### src/include/aep_defines.vh
/*
 Holds the register addresses, field positions and reset values
 for the analog-enable and pump-current register pair.
 Assumes it is included by its bare name from the core design files.
*/
`ifndef AEP_DEFINES_VH
`define AEP_DEFINES_VH

// ----------------------------------------------------------------
// Register addresses and width
// ----------------------------------------------------------------
`define AEP_ADDR_W            5
`define AEP_DATA_W            24
`define AEP_ADDR_ANALOG       5'h08
`define AEP_ADDR_PUMP         5'h09

// ----------------------------------------------------------------
// Reset values
// ----------------------------------------------------------------
`define AEP_RST_ANALOG        24'hc1beff
`define AEP_RST_PUMP          24'h403264

// ----------------------------------------------------------------
// Analog-enable fields
// ----------------------------------------------------------------
`define AEP_BIT_BIAS          0
`define AEP_BIT_PUMP_ON       1
`define AEP_BIT_PD_ON         2
`define AEP_BIT_REFBUF        3
`define AEP_BIT_OSCBUF        4
`define AEP_BIT_PAD_EN        5
`define AEP_BIT_DIVCLK        7
`define AEP_BIT_PRESCLK       9
`define AEP_BIT_PRESBIAS      10
`define AEP_BIT_AMP           11
`define AEP_BIT_HIREF         21

// ----------------------------------------------------------------
// Pump-current fields
// ----------------------------------------------------------------
`define AEP_DN_LSB            0
`define AEP_DN_MSB            6
`define AEP_UP_LSB            7
`define AEP_UP_MSB            13
`define AEP_OFS_LSB           14
`define AEP_OFS_MSB           20
`define AEP_BIT_OFS_UP        21
`define AEP_BIT_OFS_DN        22
`define AEP_BIT_HICP          23

`endif

### src/core/aep_reg24.v
/*
 One 24-bit read-write configuration register with a reset value.
 Assumes a write strobe on the core clock from the serial decoder.
*/
`timescale 1ns/100ps
`default_nettype none
`include "aep_defines.vh"

module aep_reg24 #(
    parameter [23:0] RST_VAL = 24'h000000
) (
    // Clock and reset
    input  wire        core_clk,
    input  wire        sys_rst,
    // Write side
    input  wire        wr_en,
    input  wire [23:0] wr_data,
    // Stored value
    output reg  [23:0] value
);

    // ----------------------------------------------------------------
    // Storage, every bit kept as written
    // ----------------------------------------------------------------
    always @(posedge core_clk or posedge sys_rst) begin
        if (sys_rst) begin
            value <= RST_VAL;
        end else if (wr_en) begin
            value <= wr_data;
        end
    end

endmodule // aep_reg24
`default_nettype wire

### src/core/aep_pad_ctrl.v
/*
 Output-enable control for the shared lock/serial-out pin.
 Assumes synchronised inputs on the core clock; enable is active low.
*/
`timescale 1ns/100ps
`default_nettype none
`include "aep_defines.vh"

module aep_pad_ctrl (
    // Clock and reset
    input  wire core_clk,
    input  wire sys_rst,
    // Controls
    input  wire pad_en,
    input  wire output_select_bit,
    input  wire foreign_addr,
    // Pin enable, low while driving
    output reg  pin_oe_n
);

    // ----------------------------------------------------------------
    // Drive decision
    // ----------------------------------------------------------------
    reg next_oe_n;

    always @* begin
        if (!pad_en) begin
            next_oe_n = 1'b1;
        end else if (output_select_bit) begin
            next_oe_n = 1'b0;
        end else begin
            next_oe_n = foreign_addr;
        end
    end

    // Released while reset is held; the pad bit resets to 1, so the pin can drive before setup
    always @(posedge core_clk or posedge sys_rst) begin
        if (sys_rst) begin
            pin_oe_n <= 1'b1;
        end else begin
            pin_oe_n <= next_oe_n;
        end
    end

endmodule // aep_pad_ctrl
`default_nettype wire

### src/core/aep_regs.v
/*
 Analog-enable and pump-current register pair with pin control.
 Assumes a serial decoder on core_clk that presents address, data and
 a one-cycle write strobe, plus a read address; the output-select bit
 and foreign-address flag arrive from outside and are synchronised.
*/
// Operation
// - Analog-enable register, address 8, reset c1beff
// - Pump register, address 9, reset 403264
// - Bits 0-4 gate bias, pump, detector, buffers
// - Pad enable low: pin undriven
// - Pad enable and select high: always drive
// - Select low: release on foreign chip address
// - Bits 7,9,10,11 clock, prescaler, bias, amplifier
// - Bits 6:0 down gain, reset 100
// - Bits 13:7 up gain, reset 100
// - Bits 20:14 offset magnitude, reset zero
// - Bit 23 selects high-current pump
`timescale 1ns/100ps
`default_nettype none
`include "aep_defines.vh"

module aep_regs (
    // Clock and reset
    input  wire                      core_clk,
    input  wire                      sys_rst,
    // Register access from serial decoder
    input  wire                      wr_strobe,
    input  wire [`AEP_ADDR_W-1:0]    wr_addr,
    input  wire [`AEP_DATA_W-1:0]    wr_data,
    input  wire [`AEP_ADDR_W-1:0]    rd_addr,
    output reg  [`AEP_DATA_W-1:0]    rd_data,
    // Pin control inputs (outside domain)
    input  wire                      output_select_bit,
    input  wire                      foreign_addr_seen,
    // Shared pin
    output wire                      lock_serial_out_oe_n,
    // Analog enables
    output reg                       bias_on,
    output reg                       pump_on,
    output reg                       phase_detector_on,
    output reg                       ref_buffer_on,
    output reg                       osc_buffer_on,
    output reg                       divided_osc_clock_gate,
    output reg                       prescaler_clock_on,
    output reg                       prescaler_bias_on,
    output reg                       pump_amp_on,
    output reg                       high_freq_ref,
    // Pump settings
    output reg  [6:0]                pump_down_gain,
    output reg  [6:0]                pump_up_gain,
    output reg  [6:0]                pump_offset_mag,
    output reg                       up_offset_enable,
    output reg                       down_offset_enable,
    output reg                       high_current_pump_select
);

    // ----------------------------------------------------------------
    // Input synchronisers
    // ----------------------------------------------------------------
    reg [1:0] sel_sync;
    reg [1:0] foreign_sync;

    always @(posedge core_clk or posedge sys_rst) begin
        if (sys_rst) begin
            sel_sync     <= 2'h0;
            foreign_sync <= 2'h0;
        end else begin
            sel_sync     <= {sel_sync[0], output_select_bit};
            foreign_sync <= {foreign_sync[0], foreign_addr_seen};
        end
    end

    // ----------------------------------------------------------------
    // Register storage
    // ----------------------------------------------------------------
    wire [`AEP_DATA_W-1:0] analog_enable_ctrl;
    wire [`AEP_DATA_W-1:0] pump_current_ctrl;
    wire                   wr_analog;
    wire                   wr_pump;

    assign wr_analog = wr_strobe && (wr_addr == `AEP_ADDR_ANALOG);
    assign wr_pump   = wr_strobe && (wr_addr == `AEP_ADDR_PUMP);

    aep_reg24 #(
        .RST_VAL (`AEP_RST_ANALOG)
    ) u_analog (
        .core_clk (core_clk),
        .sys_rst  (sys_rst),
        .wr_en    (wr_analog),
        .wr_data  (wr_data),
        .value    (analog_enable_ctrl)
    );

    aep_reg24 #(
        .RST_VAL (`AEP_RST_PUMP)
    ) u_pump (
        .core_clk (core_clk),
        .sys_rst  (sys_rst),
        .wr_en    (wr_pump),
        .wr_data  (wr_data),
        .value    (pump_current_ctrl)
    );

    // ----------------------------------------------------------------
    // Read back
    // ----------------------------------------------------------------
    // Reads only select; nothing changes state on a read
    reg [`AEP_DATA_W-1:0] next_rd_data;

    always @* begin
        case (rd_addr)
            `AEP_ADDR_ANALOG: next_rd_data = analog_enable_ctrl;
            `AEP_ADDR_PUMP:   next_rd_data = pump_current_ctrl;
            default:          next_rd_data = 24'h000000;
        endcase
    end

    always @(posedge core_clk or posedge sys_rst) begin
        if (sys_rst) begin
            rd_data <= 24'h000000;
        end else begin
            rd_data <= next_rd_data;
        end
    end

    // ----------------------------------------------------------------
    // Field outputs, registered so every output comes from a flop
    // ----------------------------------------------------------------
    // One cycle behind the register; analog settles far slower anyway
    // Reset copies come from the register reset words so the two cannot drift apart
    localparam [`AEP_DATA_W-1:0] RST_ANALOG = `AEP_RST_ANALOG;
    localparam [`AEP_DATA_W-1:0] RST_PUMP   = `AEP_RST_PUMP;

    always @(posedge core_clk or posedge sys_rst) begin
        if (sys_rst) begin
            bias_on                  <= RST_ANALOG[`AEP_BIT_BIAS];
            pump_on                  <= RST_ANALOG[`AEP_BIT_PUMP_ON];
            phase_detector_on        <= RST_ANALOG[`AEP_BIT_PD_ON];
            ref_buffer_on            <= RST_ANALOG[`AEP_BIT_REFBUF];
            osc_buffer_on            <= RST_ANALOG[`AEP_BIT_OSCBUF];
            divided_osc_clock_gate   <= RST_ANALOG[`AEP_BIT_DIVCLK];
            prescaler_clock_on       <= RST_ANALOG[`AEP_BIT_PRESCLK];
            prescaler_bias_on        <= RST_ANALOG[`AEP_BIT_PRESBIAS];
            pump_amp_on              <= RST_ANALOG[`AEP_BIT_AMP];
            high_freq_ref            <= RST_ANALOG[`AEP_BIT_HIREF];
            pump_down_gain           <= RST_PUMP[`AEP_DN_MSB:`AEP_DN_LSB];
            pump_up_gain             <= RST_PUMP[`AEP_UP_MSB:`AEP_UP_LSB];
            pump_offset_mag          <= RST_PUMP[`AEP_OFS_MSB:`AEP_OFS_LSB];
            up_offset_enable         <= RST_PUMP[`AEP_BIT_OFS_UP];
            down_offset_enable       <= RST_PUMP[`AEP_BIT_OFS_DN];
            high_current_pump_select <= RST_PUMP[`AEP_BIT_HICP];
        end else begin
            bias_on                  <= analog_enable_ctrl[`AEP_BIT_BIAS];
            pump_on                  <= analog_enable_ctrl[`AEP_BIT_PUMP_ON];
            phase_detector_on        <= analog_enable_ctrl[`AEP_BIT_PD_ON];
            ref_buffer_on            <= analog_enable_ctrl[`AEP_BIT_REFBUF];
            osc_buffer_on            <= analog_enable_ctrl[`AEP_BIT_OSCBUF];
            divided_osc_clock_gate   <= analog_enable_ctrl[`AEP_BIT_DIVCLK];
            prescaler_clock_on       <= analog_enable_ctrl[`AEP_BIT_PRESCLK];
            prescaler_bias_on        <= analog_enable_ctrl[`AEP_BIT_PRESBIAS];
            pump_amp_on              <= analog_enable_ctrl[`AEP_BIT_AMP];
            high_freq_ref            <= analog_enable_ctrl[`AEP_BIT_HIREF];
            pump_down_gain           <= pump_current_ctrl[`AEP_DN_MSB:`AEP_DN_LSB];
            pump_up_gain             <= pump_current_ctrl[`AEP_UP_MSB:`AEP_UP_LSB];
            pump_offset_mag          <= pump_current_ctrl[`AEP_OFS_MSB:`AEP_OFS_LSB];
            up_offset_enable         <= pump_current_ctrl[`AEP_BIT_OFS_UP];
            down_offset_enable       <= pump_current_ctrl[`AEP_BIT_OFS_DN];
            high_current_pump_select <= pump_current_ctrl[`AEP_BIT_HICP];
        end
    end

    // ----------------------------------------------------------------
    // Shared pin control
    // ----------------------------------------------------------------
    aep_pad_ctrl u_pad (
        .core_clk          (core_clk),
        .sys_rst           (sys_rst),
        .pad_en            (analog_enable_ctrl[`AEP_BIT_PAD_EN]),
        .output_select_bit (sel_sync[1]),
        .foreign_addr      (foreign_sync[1]),
        .pin_oe_n          (lock_serial_out_oe_n)
    );

endmodule // aep_regs
`default_nettype wire

### config.mk
export PLATFORM = sky130hd
export DESIGN_NAME = aep_regs
export DESIGN_NICKNAME = d
export VERILOG_FILES = /design/src/core/aep_reg24.v /design/src/core/aep_pad_ctrl.v /design/src/core/aep_regs.v
export VERILOG_INCLUDE_DIRS = /design/src /design/src/include
export SDC_FILE = /design/constraint.sdc
export NUM_CORES = 1
export LEC_CHECK = 0
export BUFFER_PORTS_ARGS = -buffer_cell sky130_fd_sc_hd__buf_2
export CAP_MARGIN = 20
export CORE_ASPECT_RATIO = 1.5
export CORE_UTILIZATION = 50
export CTS_CLUSTER_DIAMETER = 50
export DETAILED_ROUTE_END_ITERATION = 8
export HOLD_SLACK_MARGIN = 0.12
export PLACE_DENSITY = 0.87
export SETUP_SLACK_MARGIN = 0.4
export SYNTH_ARGS = -nofsm -noshare
export SYNTH_HDL_FRONTEND = slang
export SYNTH_SLANG_ARGS = --single-unit
### constraint.sdc
create_clock -name core_clk -period 4.6 [get_ports core_clk]
set_input_delay 1.15 -clock core_clk [delete_from_list [all_inputs] [get_ports core_clk]]
set_output_delay 1.15 -clock core_clk [all_outputs]
set_load 0.01 [all_outputs]
==> results.tsv <==
metric	value	unit
outcome	complete, no violations	
Required @ worst endpoint	4.85	ns
drt pass-1 iters	4	
Worst-path clk slew	0.09	ns
Pwr Density	459	mW/mm2
final instance area	0.00462	mm2
Max IR drop VDD	261	uV
vias in the first global route	2040	
via count	2000	
Static Leak	2.38	nW
hold slack final	0.354	ns
Post-Layout Cell Count	409	
net switching share of the total power	0.231	
CTS Buf Count	9	
PortBufs	97	
Total GRT Usage	0.174	
Syn. warnings	0	
Resize count post-CTS	0	
cells after synthesis	201	
Critical Path Source Type	input pin	
CTS sink count	111	
Hold Vio Cnt, Final	0	
final count of negative-setup-slack endpoints	0	
H-tree lvl count	3	
core area	0.00732	mm2
first-pass GRT wire length	10000	um
fmax	451	MHz
DRT antenna net count	0	
Seq pwr share	0.588	
largest net degree at the start of global routing	76	
Multi-input gate area	925	um2
GPL Wtd Cong	0.803	
Synth area leader	dfrtp_1	
Filler cells	567	
Die Span X	73.5	um
Total Neg Setup Slack	0	ns
CP arrival	2.47	ns
post-layout min period	2.22	ns
top cells by area, synth	dfrtp_1, dfstp_2, mux2_4, mux2_2, a22o_1	
Psw	0.490	mW
post-CTS setup buffer count	0	
CTS tree	done	
# rows	38	
Starting Density	0.523	
placed cells	393	
Hold Crit Class	flop to flop	
Clk pwr share	0.294	
slew margin rel.	0.444	
die outline area	0.00802	mm2
final period utilization	0.482	
storage element area	0.00283	mm2
DRC	0	
critical path class	input pin to flop	
Clock Tree Buf Depth	2	
Max Slew Vio Count	0	
final wirelength	6500	um
combinational share of power	0.118	
Synth top area share	0.457	
final core utilization	0.631	
syn avg cell area	19.1	um2
Layout area overhead	20.6	%
synthesized area	0.00383	mm2
CTS root buf	clkbuf_8	
placed cell areas	0.00440	mm2
count of max-cap constraint violations	0	
post-synthesis sequential area ratio	0.738	
layout cell share with drive strength beyond 1	0.670	
nets@finish	343	
Worst setup EP type	flop	
CP max FO	24	
Worst-Margin Slew	0.834	ns
RSZ-0062 raised after global routing	no	
Worst Skew	0.00563	ns
DRT iter0 DRCs	82	
die height	109	um
worst-skew pair later-pin latency	0.36	ns
initial antenna violation count	0	
routed length per instance	15.9	um
total grt overflow	0	
Via density	4.89	
Ant. Diodes	0	
Netlist cell types	18	
internal power	1.63	mW
Yosys reg bits	111	
Synth Net Count	240	
I/O pins	98	
Final HPWL DP	4260	um
CTS Hold Bufs	0	
## metrics by stage
| stage | total power [mW] | worst slack [ns] |
|---|---|---|
| 6_report | 2.12 | 2.38 |
| 4_1_cts | 2.14 | 2.38 |
| 2_1_floorplan | 1.40 | 0.587 |
| 3_3_place_gp | 1.50 | 2.03 |
| 5_1_grt | 2.21 | 2.35 |
| 3_5_place_dp | 1.52 | 1.98 |
## synthesized netlist by cell type (all sizes together)
master	count
nand2b	1
buf	8
and4bb	1
o21ai	1
nand2	1
dfrtp	70
nor2	1
nor4	1
inv	2
dfstp	41
mux2	48
nor4b	1
a22o	24
nand3b	1
## kinds of logic (layout without fill, tap and decap cells)
| kind of cell | count (synthesis) | after routing | share of synthesized area |
|---|---|---|---|
| DFF | 111 | 111 | 0.738 |
| muxes | 48 | 48 | 0.161 |
| AOI/OAI and AO/OA | 25 | 25 | 0.0562 |
| and+or+nand+nor | 7 | 7 | 0.0245 |
| buffers and inverters | 10 | 118 | 0.0202 |
## metal layers
metal  part of all wire  up-vias  track usage
met4              0.033        0        0.113
li1                   -      915            -
met3              0.051       17       0.0379
met1               0.39      996        0.210
met5                  0        -            0
met2               0.52       72        0.279
## sequential cells by signal, summed over array words and instances, names as in the netlist, 2 cells and up
signal / flops
foreign_sync: 2
u_pump.value: 24
pump_offset_mag: 7
pump_down_gain: 7
u_analog.value: 24
pump_up_gain: 7
sel_sync: 2
rd_data: 24
## placed cells by master (no fill, tap or decap)
| master | synthesis | layout |
|---|---|---|
| inv_1 | 2 | 1 |
| clkinvlp_4 | 0 | 1 |
| mux2_4 | 20 | 20 |
| dfrtp_1 | 70 | 70 |
| nor4_4 | 1 | 1 |
| o21ai_0 | 1 | 1 |
| nand2b_1 | 1 | 1 |
| clkbuf_8 | 0 | 10 |
| nor2_1 | 1 | 1 |
| a22o_1 | 24 | 24 |
| inv_4 | 0 | 1 |
| dfstp_2 | 41 | 41 |
| buf_2 | 2 | 97 |
| and4bb_2 | 1 | 1 |
| mux2_2 | 25 | 25 |
| bufinv_16 | 0 | 2 |
| nand2_2 | 1 | 1 |
| mux2_1 | 3 | 3 |
| clkinv_2 | 0 | 1 |
| nor4b_4 | 1 | 1 |
| buf_4 | 2 | 3 |
| clkbuf_1 | 0 | 1 |
| clkinv_4 | 0 | 1 |
| nand3b_4 | 1 | 1 |
## power by group through the flow
stage	Clock [mW]	Sequential (mW)	Combinational (mW)
3_5_place_dp	0	1.27	0.255
3_3_place_gp	0	1.26	0.243
2_1_floorplan	0	1.28	0.118
4_1_cts	0.639	1.25	0.256
5_1_grt	0.678	1.27	0.271
6_report	0.624	1.25	0.251
## path summary, 6_finish.rpt
path | start | endpoint | slack, ns | cells after the start
worst min-delay path | sel_sync[0] | sel_sync[1] | 0.35 | 0
worst max-delay path | wr_addr[4] | u_pump.value[11] | 2.38 | 4
min in group asynchronous | sys_rst | rd_data[15] | 0.96 | 2
max in group asynchronous | sys_rst | u_pump.value[2] | 2.66 | 3
worst min register to register | sel_sync[0] | sel_sync[1] | 0.35 | 0
worst max register to register | u_pump.value[3] | u_pump.value[3] | 3.81 | 1
## area by class of cell
cell class,count,share of cell area
repair buffers,100,0.110
clock buffers,11,0.0306
inverters,2,0.00217
multi-input cells,80,0.200
well taps,100,0.0271
flip-flops and latches,111,0.612
clock inverters,5,0.0176
## critical path, cell delays in order
cell and delay, ns:
buf_2 0.10, and4bb_2 0.33, nand3b_4 0.42, mux2_4 0.46
Note: power is estimated with default switching activity, not from simulation.
